<file path="config.mk">
export PLATFORM = sky130hd
export DESIGN_NAME = lps_seq_top
export DESIGN_NICKNAME = d
export VERILOG_FILES = /design/src/lps_seq_top.sv /design/src/lps_tick.sv /design/src/lps_persist.sv
export SDC_FILE = /design/constraint.sdc
export NUM_CORES = 1
export LEC_CHECK = 0
export BUFFER_PORTS_ARGS = -buffer_cell sky130_fd_sc_hd__buf_2
export CAP_MARGIN = 20
export CORE_UTILIZATION = 65
export CTS_CLUSTER_DIAMETER = 40
export DETAILED_ROUTE_END_ITERATION = 10
export GPL_TIMING_DRIVEN = 0
export PLACE_DENSITY = 0.88
export SYNTH_ARGS = -nofsm -noshare
export SYNTH_HDL_FRONTEND = slang
export SYNTH_SLANG_ARGS = --single-unit
export TNS_END_PERCENT = 1
</file>
<file path="constraint.sdc">
create_clock -name sys_clk -period 7.3 [get_ports sys_clk]
set_input_delay 1.095 -clock sys_clk [delete_from_list [all_inputs] [get_ports sys_clk]]
set_output_delay 1.095 -clock sys_clk [all_outputs]
set_load 0.03 [all_outputs]
</file>
<file path="src/lps_seq_top.sv">
// light and proximity sequencer: shared package and top-level sequencer with interrupt logic
//
// The address-and-strobe port and the address map were decided locally.
`default_nettype none
// Operation
// - the ambient and proximity channels are sequenced by separate timers and may convert at once.
// - the ambient channel completes one conversion for every 100 ms sample period.
// - each proximity reading switches the emitter driver on and converts over about 540 us.
// - the emitter driver is on for 100 us per reading and readings repeat at 800 ms or faster.
// - an ambient trigger is raised when a result lies below the low or above the high threshold.
// - a proximity trigger is raised when a result lies above the proximity threshold.
// - ambient and proximity thresholds are held in separate, independently written registers.
// - a selectable count of 1, 4, 8 or 16 consecutive triggers is needed before an interrupt.
// - in combined mode only ambient and proximity triggers together, counted as above, interrupt.
// - an interrupt event sets a readable status bit and, where its mask bit is set, drives the hardware interrupt output.
// - the interrupt output is open drain: it only pulls the line low, otherwise it is released.
// - the ambient result is a 12-bit count that saturates at 4095.
// - the proximity result is an 8-bit count that saturates at 255.
package lps_pkg;
  // clock and timing
  localparam int CLK_HZ          = 25_000_000;
  localparam int AMB_PERIOD_MS   = 100;
  localparam int AMB_PERIOD_CYC  = (CLK_HZ / 1000) * AMB_PERIOD_MS;
  localparam int PROX_PERIOD_MS  = 800;
  localparam int PROX_PERIOD_CYC = (CLK_HZ / 1000) * PROX_PERIOD_MS;
  localparam int EMIT_ON_US      = 100;
  localparam int EMIT_ON_CYC     = (CLK_HZ / 1_000_000) * EMIT_ON_US;
  localparam int PROX_CONV_US    = 540;
  localparam int PROX_CONV_CYC   = (CLK_HZ / 1_000_000) * PROX_CONV_US;
  localparam int TMR_W           = 25;
  // data widths and full scale
  localparam int AMB_W           = 12;
  localparam int PROX_W          = 8;
  localparam int AMB_RAW_W       = 16;
  localparam int PROX_RAW_W      = 10;
  localparam logic [11:0] AMB_FULL  = 12'h0fff;
  localparam logic [7:0]  PROX_FULL = 8'h0ff;
  // register port
  localparam int ADDR_W = 8;
  localparam int DATA_W = 16;
  localparam logic [7:0] OFS_CTRL      = 8'h00;
  localparam logic [7:0] OFS_AMB_LO    = 8'h01;
  localparam logic [7:0] OFS_AMB_HI    = 8'h02;
  localparam logic [7:0] OFS_PROX_THR  = 8'h03;
  localparam logic [7:0] OFS_AMB_DATA  = 8'h04;
  localparam logic [7:0] OFS_PROX_DATA = 8'h05;
  localparam logic [7:0] OFS_IRQ_STAT  = 8'h06;
  localparam logic [7:0] OFS_IRQ_MASK  = 8'h07;
  // control field positions
  localparam int CTRL_AMB_EN  = 0;
  localparam int CTRL_PROX_EN = 1;
  localparam int CTRL_COMB    = 2;
  localparam int CTRL_PERS_LO = 3;
  localparam int CTRL_SLP_LO  = 5;
  localparam int CTRL_W       = 8;
  // status bit positions
  localparam int IRQ_AMB  = 0;
  localparam int IRQ_PROX = 1;
  localparam int IRQ_COMB = 2;
  localparam int IRQ_W    = 3;
  // reset values
  localparam logic [7:0]  CTRL_RST     = 8'h00;
  localparam logic [11:0] AMB_LO_RST   = 12'h0000;
  localparam logic [11:0] AMB_HI_RST   = 12'h0fff;
  localparam logic [7:0]  PROX_THR_RST = 8'h0ff;
  localparam logic [2:0]  IRQ_MASK_RST = 3'h0;

  typedef struct packed {
    logic [2:0] prox_sleep;
    logic [1:0] persist_sel;
    logic       comb_mode;
    logic       prox_en;
    logic       amb_en;
  } lps_ctrl_type;

  typedef struct packed {
    logic [11:0] amb_lo;
    logic [11:0] amb_hi;
    logic [7:0]  prox;
  } lps_thr_type;

  typedef enum logic [1:0] {
    P_IDLE,
    P_EMIT,
    P_CONV
  } lps_prox_state_type;
endpackage

////////////////////////////////////////////////////////////////////////////////

module lps_seq_top
#(
  parameter int AMB_PERIOD  = lps_pkg::AMB_PERIOD_CYC,
  parameter int PROX_PERIOD = lps_pkg::PROX_PERIOD_CYC,
  parameter int PROX_CONV   = lps_pkg::PROX_CONV_CYC
)
(
  input  wire logic                          sys_clk,
  input  wire logic                          rstn,
  input  wire logic [lps_pkg::ADDR_W-1:0]    addr,
  input  wire logic [lps_pkg::DATA_W-1:0]    wr_data,
  input  wire logic                          wr_stb,
  input  wire logic                          rd_stb,
  output logic      [lps_pkg::DATA_W-1:0]    rd_data,
  input  wire logic [lps_pkg::AMB_RAW_W-1:0] amb_raw,
  input  wire logic [lps_pkg::PROX_RAW_W-1:0] prox_raw,
  output logic                               emitter_sink_driver,
  output logic                               int_o,
  output logic                               int_oe
);

  ////////////////////////////////////////////////////////////////////////////
  // registers

  lps_pkg::lps_ctrl_type            ctrl_q;
  lps_pkg::lps_thr_type             thr_q;
  logic [lps_pkg::IRQ_W-1:0]        stat_q;
  logic [lps_pkg::IRQ_W-1:0]        stat_d;
  logic [lps_pkg::IRQ_W-1:0]        mask_q;
  logic [lps_pkg::AMB_W-1:0]        amb_data_q;
  logic [lps_pkg::PROX_W-1:0]       prox_data_q;
  logic [lps_pkg::DATA_W-1:0]       rd_data_q;
  logic                             int_oe_q;
  logic                             emit_q;
  logic                             amb_trig_q;
  logic                             prox_trig_q;
  logic [lps_pkg::AMB_RAW_W-1:0]    amb_s1_q;
  logic [lps_pkg::AMB_RAW_W-1:0]    amb_s2_q;
  logic [lps_pkg::PROX_RAW_W-1:0]   prox_s1_q;
  logic [lps_pkg::PROX_RAW_W-1:0]   prox_s2_q;
  lps_pkg::lps_prox_state_type      pst_q;
  lps_pkg::lps_prox_state_type      pst_d;
  logic [lps_pkg::TMR_W-1:0]        pcnt_q;
  logic [lps_pkg::TMR_W-1:0]        pcnt_d;

  ////////////////////////////////////////////////////////////////////////////
  // register port decode

  wire wr_ctrl  = wr_stb && (addr == lps_pkg::OFS_CTRL);
  wire wr_lo    = wr_stb && (addr == lps_pkg::OFS_AMB_LO);
  wire wr_hi    = wr_stb && (addr == lps_pkg::OFS_AMB_HI);
  wire wr_pthr  = wr_stb && (addr == lps_pkg::OFS_PROX_THR);
  wire wr_stat  = wr_stb && (addr == lps_pkg::OFS_IRQ_STAT);
  wire wr_mask  = wr_stb && (addr == lps_pkg::OFS_IRQ_MASK);
  wire [lps_pkg::IRQ_W-1:0] stat_clr = wr_stat ? wr_data[lps_pkg::IRQ_W-1:0] : '0;

  // unmapped offsets read as zero
  wire [lps_pkg::DATA_W-1:0] rd_mux =
    (addr == lps_pkg::OFS_CTRL)      ? {8'h00, ctrl_q} :
    (addr == lps_pkg::OFS_AMB_LO)    ? {4'h0, thr_q.amb_lo} :
    (addr == lps_pkg::OFS_AMB_HI)    ? {4'h0, thr_q.amb_hi} :
    (addr == lps_pkg::OFS_PROX_THR)  ? {8'h00, thr_q.prox} :
    (addr == lps_pkg::OFS_AMB_DATA)  ? {4'h0, amb_data_q} :
    (addr == lps_pkg::OFS_PROX_DATA) ? {8'h00, prox_data_q} :
    (addr == lps_pkg::OFS_IRQ_STAT)  ? {13'h0000, stat_q} :
    (addr == lps_pkg::OFS_IRQ_MASK)  ? {13'h0000, mask_q} : 16'h0000;

  always_ff @(posedge sys_clk or negedge rstn)
  begin
    if (!rstn)
    begin
      ctrl_q    <= lps_pkg::CTRL_RST;
      mask_q    <= lps_pkg::IRQ_MASK_RST;
      rd_data_q <= 16'h0000;
    end
    else
    begin
      if (wr_ctrl)
        ctrl_q <= wr_data[lps_pkg::CTRL_W-1:0];
      if (wr_mask)
        mask_q <= wr_data[lps_pkg::IRQ_W-1:0];
      rd_data_q <= rd_stb ? rd_mux : 16'h0000;
    end
  end

  // each threshold has its own register, written on its own
  always_ff @(posedge sys_clk or negedge rstn)
  begin
    if (!rstn)
    begin
      thr_q.amb_lo <= lps_pkg::AMB_LO_RST;
      thr_q.amb_hi <= lps_pkg::AMB_HI_RST;
      thr_q.prox   <= lps_pkg::PROX_THR_RST;
    end
    else
    begin
      if (wr_lo)
        thr_q.amb_lo <= wr_data[lps_pkg::AMB_W-1:0];
      if (wr_hi)
        thr_q.amb_hi <= wr_data[lps_pkg::AMB_W-1:0];
      if (wr_pthr)
        thr_q.prox <= wr_data[lps_pkg::PROX_W-1:0];
    end
  end

  ////////////////////////////////////////////////////////////////////////////
  // converter inputs: analogue side is asynchronous, two flops first

  always_ff @(posedge sys_clk or negedge rstn)
  begin
    if (!rstn)
    begin
      amb_s1_q  <= 16'h0000;
      amb_s2_q  <= 16'h0000;
      prox_s1_q <= 10'h000;
      prox_s2_q <= 10'h000;
    end
    else
    begin
      amb_s1_q  <= amb_raw;
      amb_s2_q  <= amb_s1_q;
      prox_s1_q <= prox_raw;
      prox_s2_q <= prox_s1_q;
    end
  end

  // clamp to full scale instead of wrapping
  wire [lps_pkg::AMB_W-1:0] amb_sat =
    (amb_s2_q > {4'h0, lps_pkg::AMB_FULL}) ? lps_pkg::AMB_FULL : amb_s2_q[11:0];
  wire [lps_pkg::PROX_W-1:0] prox_sat =
    (prox_s2_q > {2'h0, lps_pkg::PROX_FULL}) ? lps_pkg::PROX_FULL : prox_s2_q[7:0];
  wire amb_trig_now  = (amb_sat < thr_q.amb_lo) || (amb_sat > thr_q.amb_hi);
  wire prox_trig_now = prox_sat > thr_q.prox;

  ////////////////////////////////////////////////////////////////////////////
  // channel timers: two independent sequencers

  logic amb_tick;
  logic prox_tick;
  wire [lps_pkg::TMR_W-1:0] amb_period  = lps_pkg::TMR_W'(AMB_PERIOD);
  // sleep select shortens the reading interval, never lengthens it
  wire [lps_pkg::TMR_W-1:0] prox_period = lps_pkg::TMR_W'(PROX_PERIOD) >> ctrl_q.prox_sleep;

  lps_tick #(.W(lps_pkg::TMR_W)) u_amb_tmr
  (
    .sys_clk (sys_clk),
    .rstn    (rstn),
    .en      (ctrl_q.amb_en),
    .period  (amb_period),
    .tick    (amb_tick)
  );

  lps_tick #(.W(lps_pkg::TMR_W)) u_prox_tmr
  (
    .sys_clk (sys_clk),
    .rstn    (rstn),
    .en      (ctrl_q.prox_en),
    .period  (prox_period),
    .tick    (prox_tick)
  );

  ////////////////////////////////////////////////////////////////////////////
  // proximity reading: emitter pulse then conversion

  wire prox_done = (pst_q == lps_pkg::P_CONV) &&
                   (pcnt_q == lps_pkg::TMR_W'(PROX_CONV - 1));

  always_comb
  begin
    pst_d  = pst_q;
    pcnt_d = pcnt_q + 1'b1;
    unique case (pst_q)
      lps_pkg::P_IDLE:
      begin
        pcnt_d = '0;
        if (prox_tick && ctrl_q.prox_en)
          pst_d = lps_pkg::P_EMIT;
      end
      lps_pkg::P_EMIT:
        if (pcnt_q == lps_pkg::TMR_W'(lps_pkg::EMIT_ON_CYC - 1))
          pst_d = lps_pkg::P_CONV;
      lps_pkg::P_CONV:
        if (prox_done)
          pst_d = lps_pkg::P_IDLE;
    endcase
  end

  always_ff @(posedge sys_clk or negedge rstn)
  begin
    if (!rstn)
    begin
      pst_q  <= lps_pkg::P_IDLE;
      pcnt_q <= '0;
      emit_q <= 1'b0;
    end
    else
    begin
      pst_q  <= pst_d;
      pcnt_q <= pcnt_d;
      emit_q <= (pst_d == lps_pkg::P_EMIT);
    end
  end

  // results and latest trigger state of each channel
  always_ff @(posedge sys_clk or negedge rstn)
  begin
    if (!rstn)
    begin
      amb_data_q  <= 12'h000;
      prox_data_q <= 8'h00;
      amb_trig_q  <= 1'b0;
      prox_trig_q <= 1'b0;
    end
    else
    begin
      if (amb_tick)
      begin
        amb_data_q <= amb_sat;
        amb_trig_q <= amb_trig_now;
      end
      if (prox_done)
      begin
        prox_data_q <= prox_sat;
        prox_trig_q <= prox_trig_now;
      end
    end
  end

  ////////////////////////////////////////////////////////////////////////////
  // persistence and combined mode

  logic amb_hit;
  logic prox_hit;
  // combined mode judges each ambient sample against the latest proximity result
  wire  a_cond = ctrl_q.comb_mode ? (amb_trig_now && prox_trig_q) : amb_trig_now;
  // a disabled channel feeds a quiet sample every cycle, so a restart never counts old runs
  wire  amb_smp  = amb_tick || !ctrl_q.amb_en;
  wire  amb_cnd  = a_cond && ctrl_q.amb_en;
  wire  prox_smp = prox_done || !ctrl_q.prox_en;
  wire  prox_cnd = prox_trig_now && ctrl_q.prox_en;

  lps_persist u_amb_pers
  (
    .sys_clk (sys_clk),
    .rstn    (rstn),
    .sample  (amb_smp),
    .cond    (amb_cnd),
    .sel     (ctrl_q.persist_sel),
    .hit     (amb_hit)
  );

  lps_persist u_prox_pers
  (
    .sys_clk (sys_clk),
    .rstn    (rstn),
    .sample  (prox_smp),
    .cond    (prox_cnd),
    .sel     (ctrl_q.persist_sel),
    .hit     (prox_hit)
  );

  wire [lps_pkg::IRQ_W-1:0] irq_ev = ctrl_q.comb_mode ?
    {amb_hit, 1'b0, 1'b0} : {1'b0, prox_hit, amb_hit};

  ////////////////////////////////////////////////////////////////////////////
  // status, mask and open-drain pin

  // a new event in the clear cycle survives: set wins
  assign stat_d = (stat_q & ~stat_clr) | irq_ev;

  always_ff @(posedge sys_clk or negedge rstn)
  begin
    if (!rstn)
    begin
      stat_q   <= '0;
      int_oe_q <= 1'b0;
    end
    else
    begin
      stat_q   <= stat_d;
      int_oe_q <= |(stat_d & mask_q);
    end
  end

  assign rd_data             = rd_data_q;
  assign emitter_sink_driver = emit_q;
  assign int_oe              = int_oe_q;
  assign int_o               = 1'b0;

  ////////////////////////////////////////////////////////////////////////////
  // checks

  logic [lps_pkg::TMR_W-1:0] emit_len_q;
  logic [lps_pkg::TMR_W-1:0] read_len_q;

  // long spans are counted here, since a delay of thousands of cycles is too slow to check
  always_ff @(posedge sys_clk or negedge rstn)
  begin
    if (!rstn)
    begin
      emit_len_q <= '0;
      read_len_q <= '0;
    end
    else
    begin
      emit_len_q <= emit_q ? emit_len_q + 1'b1 : '0;
      read_len_q <= (pst_q == lps_pkg::P_IDLE) ? '0 : read_len_q + 1'b1;
    end
  end
endmodule // lps_seq_top
`default_nettype wire

</file>
<file path="src/lps_tick.sv">
// period timer: one-cycle tick at the end of each programmed period
`default_nettype none
module lps_tick
#(
  parameter int W = 25
)
(
  input  wire logic         sys_clk,
  input  wire logic         rstn,
  input  wire logic         en,
  input  wire logic [W-1:0] period,
  output logic              tick
);

  logic [W-1:0] cnt_q;
  logic         tick_q;
  wire          wrap = (cnt_q >= period - 1'b1);

  // restarts from zero whenever the channel is disabled
  always_ff @(posedge sys_clk or negedge rstn)
  begin
    if (!rstn)
    begin
      cnt_q  <= '0;
      tick_q <= 1'b0;
    end
    else
    begin
      cnt_q  <= (!en || wrap) ? '0 : cnt_q + 1'b1;
      tick_q <= en && wrap;
    end
  end

  assign tick = tick_q;
endmodule // lps_tick
`default_nettype wire

</file>
<file path="src/lps_persist.sv">
// persistence filter: pulses once after 1, 4, 8 or 16 consecutive triggered samples
`default_nettype none
module lps_persist
(
  input  wire logic       sys_clk,
  input  wire logic       rstn,
  input  wire logic       sample,
  input  wire logic       cond,
  input  wire logic [1:0] sel,
  output logic            hit
);

  logic [4:0] cnt_q;
  logic       hit_q;
  wire  [4:0] need = (sel == 2'd0) ? 5'd1 :
                     (sel == 2'd1) ? 5'd4 :
                     (sel == 2'd2) ? 5'd8 : 5'd16;
  // count saturates so a long run raises the event only once
  wire        reach = sample && cond && (cnt_q == need - 5'd1);

  always_ff @(posedge sys_clk or negedge rstn)
  begin
    if (!rstn)
    begin
      cnt_q <= 5'd0;
      hit_q <= 1'b0;
    end
    else
    begin
      if (sample)
        cnt_q <= !cond ? 5'd0 : (cnt_q < need) ? cnt_q + 5'd1 : cnt_q;
      hit_q <= reach;
    end
  end

  assign hit = hit_q;
endmodule // lps_persist
`default_nettype wire

</file>
==> results by group, run 1 <==
Synthesis
  • Cells after Synth: 1,123
  • Cell accounting for the most synthesized area: dfrtp_1
  • Library cells used by synthesis: 70
  • Main synth FF type: dfrtp_1
  • Complex-gate fraction of the synthesized area: 8.88%
  • Post-Synth Adder-Cell Area: 8.45%
  • Async SR Flop Fraction: 100%
  • Main combinational cell family by area after synthesis: simple AND/OR/NAND/NOR gates
  • Post-synthesis simple-gate area fraction: 18.4%
  • Synth Area in XOR/XNOR: 5.46%
  • EDFF count, synth: 0
  • Syn. warnings: 0
  • Synth area leaders: dfrtp_1, ha_1, dfstp_2
  • Sequential share of the synthesized area: 48.1%
  • Syn_area_per_cell: 10.4 µm²
  • Mapped Area: 11,700 µm²
  • Multiplexer share of the synthesized area: 7.24%
  • #FFs+latches synth: 224
  • Top cell type's share of synthesized area: 43.6%

Pwr
  • Sw Share: 24.6%
  • Clk network pwr share: 48.4%
  • Combinational Power Share: 8.2%
  • P_int: 0.00234 W
  • Power per Cell Area: 232 nW/µm²
  • Peak VDD IR: 0.263 mV
  • Static leakage power: 6.13 nW
  • Psw: 0.000763 W
  • Sequential Power Share: 43.4%

Floorplan
  • Chip Width: 136 µm
  • Die area: 18,500 µm²
  • Die Y: 136 µm
  • Initial core utilization: 67.2%
  • Core Box Area: 17,400 µm²
  • Rows: 48
  • IO Pins: 73

Flow run
  • Total of max-cap violations: 0

CTS
  • Root buf cell: clkbuf_16
  • CTS Buffer Depth: 3
  • Postcts setup bufs: 0
  • Total CTS buffers: 29
  • CTS tree: built
  • CTS sink count: 224
  • Clk Latency, worst-skew pair: 0.55 ns
  • Post-CTS sizing: 0
  • H-Tree Depth: 1
  • Clock input transition at the sequential cells of the worst setup and hold paths: 0.06 ns
  • Hold_buf cts: 0

Drt
  • DR WL/cell: 19.6 µm
  • Total wire length: 28.8 mm
  • Via count: 9,138
  • Via density: 6.21
  • Final ANT Viol Nets: 0
  • 1st-iter DRT viols: 771
  • TritonRoute pass-1 iters: 5
  • DRC errors left: 0

Critical path
  • RR Endpoint: u_prox_tmr.cnt_q[6]
  • FF-to-FF path depth: 14
  • Kind of critical path: reg -> reg
  • Crit end category: flip-flop
  • Critical Path Fanout Max: 10
  • Worst reg2reg startpoint: ctrl_q[6]
  • CP arrival: 4.79 ns
  • Worst Path Required: 7.70 ns
  • Critical path launch point type: flip-flop
  • Worst setup endpoint: u_prox_tmr.cnt_q[6]
  • Reg2reg setup slack: 2.91 ns
  • Critical path startpoint: ctrl_q[6]

Worst hold path
  • Hold crit path type: reg -> reg
  • Worst hold start: prox_s1_q[7]

Timing
  • Relative slew slack: 33.3%
  • Min Clock Period, post-route: 4.39 ns
  • RSZ-0062 raised after global routing: no
  • Least-Margin Pin Slew: 0.992 ns
  • Final Skew: 0.0134 ns
  • Hold violation count in the final report: 0
  • Fin crit share: 60.2%
  • Fin. max-slew vios: 0
  • Fin Setup TNS: 0 ns
  • Max Fclk: 228 MHz
  • Final setup violation count: 0

Layout
  • Area Growth Syn to Fin: 14.4%
  • Number of diodes: 0
  • Post-route cell area: 13,400 µm²
  • Share of cells above drive strength 1: 17.2%
  • Nets: 1,357

Global route
  • Grt ovf: 0
  • Largest net degree at the start of global routing: 116
  • First-pass GRT wire length: 47.0 mm
  • Vias in the first global route: 9,390
  • All-Layer GR Usage: 32.5%
  • Initial antenna violation count: 1

Place
  • Hpwl dp: 19.2 mm
  • RePlAce Congestion: 0.905
  • # port buffers: 62
  • DP Area: 12,400 µm²

Run status
  • Status: finished, final reports clean
==> how the worst min path moves through the flow <==
stage                         endpoint  slack [ns]  cells past startpoint
after floorplan            amb_s2_q[0]        0.33                      0
after global placement    amb_s2_q[15]        0.33                      0
after detailed placement   amb_s2_q[4]        0.33                      0
after CTS                 prox_s2_q[7]        0.34                      0
after global routing      prox_s2_q[7]        0.35                      0
final                     prox_s2_q[7]        0.35                      0
==> synthesized netlist by cell type (all sizes together), types with 15 or more instances <==
| cell type | instances |
|---|---|
| mux2 | 51 |
| nand4 | 29 |
| nor4 | 18 |
| o21ai | 48 |
| dfstp | 20 |
| dfrtp | 204 |
| nand2 | 82 |
| xor2 | 44 |
| or3 | 15 |
| clkbuf | 25 |
| a21oi | 37 |
| inv | 54 |
| nor3 | 24 |
| nor2 | 105 |
| nand3 | 62 |
| ha | 79 |
| buf | 18 |
| xnor2 | 29 |
| nand2b | 19 |
==> worst max-delay path, stage by stage, from the launching register on <==
cell       delay, ns
dfrtp_1         0.56
inv_1           0.26
ha_1            0.31
or4b_2          0.67
nor2_1          0.24
a21oi_1         0.11
nor2_1          0.10
a21oi_1         0.07
ha_1            0.33
nand4_1         0.16
nor3_1          0.20
o211ai_1        0.16
o2bb2ai_1       0.52
clkbuf_1        0.45
nor2_1          0.11
==> sequential cells by signal, summed over array words and instances, names as in the netlist, 10 cells and up <==
name,count
thr_q,32
amb_data_q,12
rd_data,12
u_amb_tmr.cnt_q,25
amb_s1_q,16
u_prox_tmr.cnt_q,25
prox_s1_q,10
amb_s2_q,16
pcnt_q,25
prox_s2_q,10
==> final cells by class <==
type	instances	area [µm²]
multi-input cells	809	5690
flip-flops and latches	224	5630
fillers	1072	4030
clock buffers	37	806
repair buffers	63	348
well taps	225	282
clock inverters	17	226
inverters	54	203
plain buffers	43	201
==> power groups by stage <==
| stage | registers, W | logic (W) | clock network (W) |
|---|---|---|---|
| floorplan | 0.00135 | 0.000155 | 0 |
| global placement | 0.00136 | 0.000228 | 0 |
| detailed placement | 0.00136 | 0.000245 | 0 |
| CTS | 0.00135 | 0.000252 | 0.00151 |
| global route | 0.00135 | 0.000280 | 0.00157 |
| finish | 0.00135 | 0.000254 | 0.00150 |
==> cells by family after synthesis <==
| logic type | Yosys count |
|---|---|
| adder cells (fa/ha/maj) | 79 |
| buffers and inverters | 97 |
| AO/OA/AOI/OAI | 163 |
| XOR/XNOR | 73 |
| flip-flops | 224 |
| other | 1 |
| multiplexers | 67 |
| AND/OR/NAND/NOR | 419 |
==> per-stage QoR <==
step	total power [W]	cells	utilization (%)	hold slack [ns]	setup WS [ns]
3_5_place_dp	0.00161	1418	70.9	0.335	3.00
4_1_cts	0.00311	1472	76.9	0.342	2.98
3_3_place_gp	0.00159	1417	70.7	0.331	1.50
2_1_floorplan	0.00151	1130	-	0.331	3.78
5_1_grt	0.00320	1472	76.9	0.345	2.48
6_report	0.00311	1472	76.9	0.346	2.91
==> cells in the final DEF, fill, tap and decap left out, types with 5 or more instances in the layout <==
cell type     n
mux4_2        6
nor2_1      104
buf_1         6
a21oi_1      37
nand4_1      29
mux2_4       10
xor2_1       44
mux2i_1      10
dfstp_2      20
clkbuf_1     28
nor4_1       18
and4_1        8
o22ai_1       8
nand2_1      82
nor3_1       23
and3_1       13
o21ai_0      47
nor2b_1      11
clkbuf_8      5
o211ai_1      9
or3_1        15
nand3_1      61
a31oi_1       6
xnor2_1      29
clkinvlp_4    5
o211a_1       6
and2_1       10
inv_6         5
a21o_1       13
dfrtp_1     204
mux2_2       41
buf_2        66
inv_1        54
a22oi_1       7
nand2b_1     19
conb_1        8
ha_1         79
buf_4         5
clkbuf_16    29
==> routing by layer <==
layer  vias to the layer above  part of all wire (%)  global-route usage (%)
met3                       112                   6.7                    5.97
met2                       413                    49                    54.7
li1                       4172                     -                       -
met5                         -                 0.045                       0
met4                         2                   4.2                    14.1
met1                      4439                    40                    41.0
Note: power is estimated with default switching activity, not from simulation.
==> run 2, diff against run 1 <==
CORE_UTILIZATION = 61   (was 65)
PLACE_DENSITY = 0.83   (was 0.88)
clock period = 4.5 ns   (was 7.3 ns; I/O delays follow)
==> run 2 against run 1 <==
Net effect: first-iteration DRC count shrank 15%; wire length down 3.0%; clock-buffer cell count rose by 6; final area increased by 1.6%; total power rose by 74%; clock skew grew 0.011 ns; sequential share of layout area is 0.68 points lower; sequential power up 61%; maximum frequency rose by 5.8%; die area grew 6.5%.
==> results by group, run 2 (synthesized netlist as in run 1, its figures left out) <==
Place
  • # port buffers: 62 (unchanged)
  • Hpwl dp: 18.8 mm (was 19.2 mm)
  • DP Area: 12,400 µm² (about the same)
  • RePlAce Congestion: 0.894 (was 0.905)

Timing
  • Fin crit share: 92.3% (was 60.2%)
  • Min Clock Period, post-route: 4.15 ns (was 4.39 ns)
  • Relative slew slack: 26.0% (was 33.3%)
  • Hold violation count in the final report: 0 (unchanged)
  • Least-Margin Pin Slew: 1.10 ns (was 0.992 ns)
  • Final setup violation count: 0 (unchanged)
  • Hold slack: 0.204 ns (was 0.346 ns)
  • RSZ-0062 raised after global routing: yes (was no)
  • Fin Setup TNS: 0 ns (unchanged)
  • Max Fclk: 241 MHz (was 228 MHz)
  • Fin. max-slew vios: 0 (unchanged)
  • Final Skew: 0.0240 ns (was 0.0134 ns)

Drt
  • Via count: 9,078 (was 9,138)
  • Final ANT Viol Nets: 0 (unchanged)
  • DR WL/cell: 18.8 µm (was 19.6 µm)
  • TritonRoute pass-1 iters: 5 (unchanged)
  • 1st-iter DRT viols: 652 (was 771)
  • Total wire length: 28.0 mm (was 28.8 mm)
  • DRC errors left: 0 (unchanged)
  • Via density: 6.09 (was 6.21)

Floorplan
  • Initial core utilization: 62.3% (was 67.2%)
  • Rows: 50 (was 48)
  • Die Y: 141 µm (was 136 µm)
  • Die area: 19,700 µm² (was 18,500 µm²)
  • IO Pins: 73 (unchanged)
  • Core Box Area: 18,800 µm² (was 17,400 µm²)
  • Chip Width: 141 µm (was 136 µm)

Layout
  • Share of cells above drive strength 1: 17.9% (was 17.2%)
  • Largest Register: thr_q (unchanged)
  • Nets: 1,363 (was 1,357)
  • Max FFs per register: 32 (unchanged)
  • Area Growth Syn to Fin: 16.3% (was 14.4%)
  • Number of diodes: 0 (unchanged)
  • Most frequent cells in the layout: dfrtp_1, nor2_1, nand2_1 (unchanged)
  • Fillers: 1,304 (was 1,072)
  • Most common cell after layout, fill and taps aside: dfrtp_1 (unchanged)
  • Multi-input gate area: 5700 µm² (was 5690 µm²)
  • Post-route cell area: 13,600 µm² (was 13,400 µm²)
  • Sequential cell area: 5630 µm² (unchanged)

Run status
  • Status: finished, final reports clean (unchanged)

Critical path
  • RR Endpoint: u_amb_pers.cnt_q[3] (was u_prox_tmr.cnt_q[6])
  • Slowest cell on crit path: a2111oi_0 (was or4b_2)
  • Kind of critical path: reg -> reg (unchanged)
  • FF-to-FF path depth: 9 (was 14)
  • Worst reg2reg startpoint: amb_s2_q[14] (was ctrl_q[6])
  • CP peak stage delay: 0.95 ns (was 0.67 ns)
  • Reg2reg setup slack: 0.35 ns (was 2.91 ns)
  • Worst path cell trace: nor4_1 -> clkbuf_1 -> nand2b_1 -> ha_1 -> o221ai_1 -> a2111oi_0 -> nor2_1 -> o21ai_0 -> a21oi_1 (was inv_1 -> ha_1 -> or4b_2 -> nor2_1 -> a21oi_1 -> nor2_1 -> a21oi_1 -> ha_1 -> nand4_1 -> nor3_1 -> o211ai_1 -> o2bb2ai_1 -> clkbuf_1 -> nor2_1)
  • CP Depth: 9 (was 14)
  • Crit end category: flip-flop (unchanged)
  • CP bufs+invs: 1 (was 2)
  • Critical path launch point type: flip-flop (unchanged)
  • Cell family with most CP delay: compound AO/OA/AOI/OAI gates (was simple AND/OR/NAND/NOR gates)
  • Worst Path Required: 4.84 ns (was 7.70 ns)
  • Critical Path Fanout Max: 10 (unchanged)
  • CP arrival: 4.49 ns (was 4.79 ns)

Pwr
  • Sequential Power Share: 40.5% (was 43.4%)
  • Clk network pwr share: 52.0% (was 48.4%)
  • P_int: 0.00411 W (was 0.00234 W)
  • Static leakage power: 6.25 nW (was 6.13 nW)
  • Sw Share: 23.9% (was 24.6%)
  • Combinational Power Share: 7.6% (was 8.2%)
  • Peak VDD IR: 0.361 mV (was 0.263 mV)
  • Power per Cell Area: 397 nW/µm² (was 232 nW/µm²)
  • Final Total Pwr: 0.00540 W (was 0.00311 W)
  • Psw: 0.00129 W (was 0.000763 W)

CTS
  • Root buf cell: clkbuf_16 (unchanged)
  • CTS tree: built (unchanged)
  • Clk Latency, worst-skew pair: 0.51 ns (was 0.55 ns)
  • CTS Buffer Depth: 3 (unchanged)
  • Total CTS buffers: 35 (was 29)
  • H-Tree Depth: 2 (was 1)
  • CTS sink count: 224 (unchanged)
  • Clock input transition at the sequential cells of the worst setup and hold paths: 0.06 ns (about the same)

Global route
  • Grt ovf: 0 (unchanged)
  • Largest net degree at the start of global routing: 119 (was 116)
  • Vias in the first global route: 9,161 (was 9,390)
  • Initial antenna violation count: 1 (unchanged)
  • All-Layer GR Usage: 29.1% (was 32.5%)
  • First-pass GRT wire length: 45.0 mm (was 47.0 mm)

Worst hold path
  • Hold crit path type: in -> async (was reg -> reg)

Flow run
  • Total of max-cap violations: 0 (unchanged)
==> run 2: cell count changes in the layout (fill, tap and decap cells not counted), sizes merged <==
cell / previous run / this run
clkinv: 2 / 10
clkbuf: 62 / 68
bufinv: 4 / 5
clkinvlp: 5 / 2
inv: 60 / 58
==> run 2: cell type report <==
cell class | count | area share [%]
clock buffer | 43 | 7.03
timing repair buffer | 63 | 2.56
sequential | 224 | 41.4
buffer | 43 | 1.49
clock inverter | 21 | 2.03
inverter | 54 | 1.49
tap | 234 | 2.15
multi-input combinational | 809 | 41.9
==> run 2: metal layers <==
layer,up-vias,global-route usage (%),share of wire (%)
li1,4203,-,-
met1,4428,37.3,42
met2,357,47.5,47
met3,90,6.80,7.5
met4,0,12.5,3.2
met5,-,0,0
==> run 2: power groups by stage <==
| stage | Combinational, W | Sequential, W | Clock, W |
|---|---|---|---|
| floorplan | 0.000251 | 0.00219 | 0 |
| global placement | 0.000372 | 0.00221 | 0 |
| detailed placement | 0.000393 | 0.00221 | 0 |
| CTS | 0.000405 | 0.00218 | 0.00284 |
| global route | 0.000450 | 0.00219 | 0.00292 |
| finish | 0.000409 | 0.00218 | 0.00281 |
==> run 2: how the worst max path moves through the flow <==
stage                  from              endpoint  slack (ns)
3_5_place_dp      ctrl_q[6]   u_prox_tmr.cnt_q[7]        0.24
2_1_floorplan     ctrl_q[5]   u_prox_tmr.cnt_q[1]        0.98
4_1_cts           ctrl_q[6]   u_prox_tmr.cnt_q[5]        0.24
6_report       amb_s2_q[14]   u_amb_pers.cnt_q[3]        0.35
3_3_place_gp           rstn          amb_s1_q[13]       -0.95
5_1_grt           ctrl_q[6]  u_prox_tmr.cnt_q[10]       -0.02
==> run 2: metrics by stage <==
| stage | cells | setup slack [ns] | util, % |
|---|---|---|---|
| 6_report | 1491 | 0.348 | 72.5 |
| 5_1_grt | 1491 | -0.0187 | 72.5 |
| 2_1_floorplan | 1130 | 0.977 | - |
| 3_3_place_gp | 1426 | -0.951 | 65.7 |
| 3_5_place_dp | 1427 | 0.244 | 65.9 |
| 4_1_cts | 1491 | 0.243 | 72.5 |
==> run 2: repair_timing <==
| item | in CTS | in global routing |
|---|---|---|
| gates resized for setup | 0 | 3 |
| hold buffers | 0 | 0 |
| buffers inserted | 0 | 0 |
| endpoints found under the setup margin | 0 | 20 |
==> run 3, diff against run 2 <==
CORE_UTILIZATION = 45   (was 61)
PLACE_DENSITY = 0.65   (was 0.83)
==> run 3 against run 2 <==
Net effect: via count fell by 5.2%; sequential share of layout area fell by 0.13 points; worst setup slack better by 0.065 ns; clock power fell by 6%.
==> results by group, run 3 (synthesized netlist as in run 1, its figures left out) <==
Layout
  • Largest Register: thr_q (unchanged)
  • Multi-input gate area: 5700 µm² (unchanged)
  • Post-route cell area: 13,700 µm² (was 13,600 µm²)
  • Most frequent cells in the layout: dfrtp_1, nor2_1, nand2_1 (unchanged)
  • Area Growth Syn to Fin: 16.7% (was 16.3%)
  • Max FFs per register: 32 (unchanged)
  • Most common cell after layout, fill and taps aside: dfrtp_1 (unchanged)
  • Fillers: 2,199 (was 1,304)
  • Util after Layout: 53.9% (was 72.5%)
  • Sequential cell area: 5630 µm² (unchanged)
  • Share of cells above drive strength 1: 17.6% (was 17.9%)
  • Number of diodes: 0 (unchanged)
  • Nets: 1,362 (was 1,363)

CTS
  • H-Tree Depth: 2 (unchanged)
  • Post-CTS sizing: 0 (unchanged)
  • Total CTS buffers: 34 (was 35)
  • Clock input transition at the sequential cells of the worst setup and hold paths: 0.05 ns (was 0.06 ns)
  • CTS Buffer Depth: 3 (unchanged)
  • Root buf cell: clkbuf_16 (unchanged)
  • CTS sink count: 224 (unchanged)
  • Postcts setup bufs: 0 (unchanged)
  • Clk Latency, worst-skew pair: 0.50 ns (was 0.51 ns)
  • CTS tree: built (unchanged)
  • Hold_buf cts: 0 (unchanged)

Floorplan
  • Die Y: 163 µm (was 141 µm)
  • Die area: 26,700 µm² (was 19,700 µm²)
  • Core Box Area: 25,300 µm² (was 18,800 µm²)
  • Rows: 58 (was 50)
  • IO Pins: 73 (unchanged)
  • Chip Width: 163 µm (was 141 µm)
  • Initial core utilization: 46.2% (was 62.3%)

Global route
  • Vias in the first global route: 8,515 (was 9,161)
  • Initial antenna violation count: 0 (was 1)
  • Busiest metal layer after global routing: met2 (unchanged)
  • First-pass GRT wire length: 44.0 mm (was 45.0 mm)
  • Grt ovf: 0 (unchanged)
  • Grt met2 use: 32.7% (was 47.5%)
  • M3 GR Usage: 4.11% (was 6.80%)
  • Largest net degree at the start of global routing: 125 (was 119)
  • All-Layer GR Usage: 20.9% (was 29.1%)
  • Global Route met1 Usage: 28.6% (was 37.3%)

Drt
  • 1st-iter DRT viols: 352 (was 652)
  • Via count: 8,605 (was 9,078)
  • Total wire length: 26.6 mm (was 28.0 mm)
  • DR WL/cell: 16.8 µm (was 18.8 µm)
  • DRC errors left: 0 (unchanged)
  • TritonRoute pass-1 iters: 5 (unchanged)
  • Final ANT Viol Nets: 0 (unchanged)
  • Via density: 5.44 (was 6.09)

Timing
  • Fin crit share: 90.8% (was 92.3%)
  • Hold violation count in the final report: 0 (unchanged)
  • Relative slew slack: 32.3% (was 26.0%)
  • Min Clock Period, post-route: 4.09 ns (was 4.15 ns)
  • Max Fclk: 245 MHz (was 241 MHz)
  • Fin. max-slew vios: 0 (unchanged)
  • Least-Margin Pin Slew: 1.01 ns (was 1.10 ns)
  • Hold slack: 0.193 ns (was 0.204 ns)
  • Final Skew: 0.0238 ns (was 0.0240 ns)
  • Final setup violation count: 0 (unchanged)
  • RSZ-0062 raised after global routing: no (was yes)

Critical path
  • Crit end category: flip-flop (unchanged)
  • Kind of critical path: reg -> reg (unchanged)
  • Critical path launch point type: flip-flop (unchanged)
  • Worst Path Required: 4.85 ns (was 4.84 ns)
  • CP arrival: 4.44 ns (was 4.49 ns)
  • Critical Path Fanout Max: 10 (unchanged)

Worst hold path
  • Hold crit path type: in -> async (unchanged)

Pwr
  • Final Total Pwr: 0.00522 W (was 0.00540 W)
  • Power per Cell Area: 382 nW/µm² (was 397 nW/µm²)
  • Static leakage power: 6.19 nW (was 6.25 nW)
  • Peak VDD IR: 0.320 mV (was 0.361 mV)

Flow run
  • Total of max-cap violations: 0 (unchanged)

Place
  • # port buffers: 62 (unchanged)
  • Hpwl dp: 19.2 mm (was 18.8 mm)
  • RePlAce Congestion: 0.855 (was 0.894)
  • DP Area: 12,500 µm² (was 12,400 µm²)

Run status
  • Status: finished, final reports clean (unchanged)
[run 3: cell count changes in the layout (fill, tap and decap cells not counted), sizes merged]
cell      before  now
clkinvlp       2    7
clkinv        10    4
clkbuf        68   66
bufinv         5    4
[run 3: layout make-up]
cell class | count | area share, %
plain buffers | 43 | 1.48
clock buffers | 41 | 6.73
clock inverters | 19 | 1.73
inverters | 54 | 1.48
multi-input cells | 809 | 41.8
flip-flops and latches | 224 | 41.2
well taps | 330 | 3.02
repair buffers | 63 | 2.55
[run 3: worst max-delay path: stages (launching register included)]
cell,delay (ns)
dfrtp_1,0.55
inv_1,0.25
ha_1,0.32
or4b_2,0.65
nor2_1,0.23
a21oi_1,0.11
nor2_1,0.10
a21oi_1,0.07
ha_1,0.32
nand4_1,0.14
nor3_1,0.20
o211ai_1,0.17
o2bb2ai_2,0.37
clkbuf_1,0.37
nor2_1,0.11
[run 3: worst paths after layout]
| kind | start | slack (ns) | cells past startpoint | endpoint |
|---|---|---|---|---|
| min in group sys_clk | prox_raw[1] | 0.28 | 1 | prox_s1_q[1] |
| setup reg to reg | ctrl_q[6] | 0.41 | 14 | u_prox_tmr.cnt_q[13] |
| max in group asynchronous | rstn | 3.25 | 2 | u_amb_tmr.cnt_q[3] |
| setup / recovery | ctrl_q[6] | 0.41 | 14 | u_prox_tmr.cnt_q[13] |
| hold / removal | rstn | 0.19 | 1 | u_prox_tmr.cnt_q[20] |
| hold reg to reg | amb_s1_q[5] | 0.35 | 0 | amb_s2_q[5] |
[run 3: layer usage]
layer / vias to the layer above / wire length [µm]
li1: 4214 / -
met1: 4141 / 12400
met2: 196 / 12000
met3: 54 / 1370
met4: 0 / 789
met5: - / 0
[run 3: report_power, final]
group	internal [W]	switching (W)
Clock	0.00170	0.000944
Sequential	0.00212	0.0000591
Combinational	0.000167	0.000225
Total	0.00399	0.00123
[run 3: stage by stage]
stage	instances	TNS, ns	worst slack [ns]
2_1_floorplan	1130	0	0.977
3_3_place_gp	1522	-221.83	-1.10
3_5_place_dp	1523	0	0.221
4_1_cts	1583	0	0.223
5_1_grt	1583	0	0.0969
6_report	1583	0	0.413
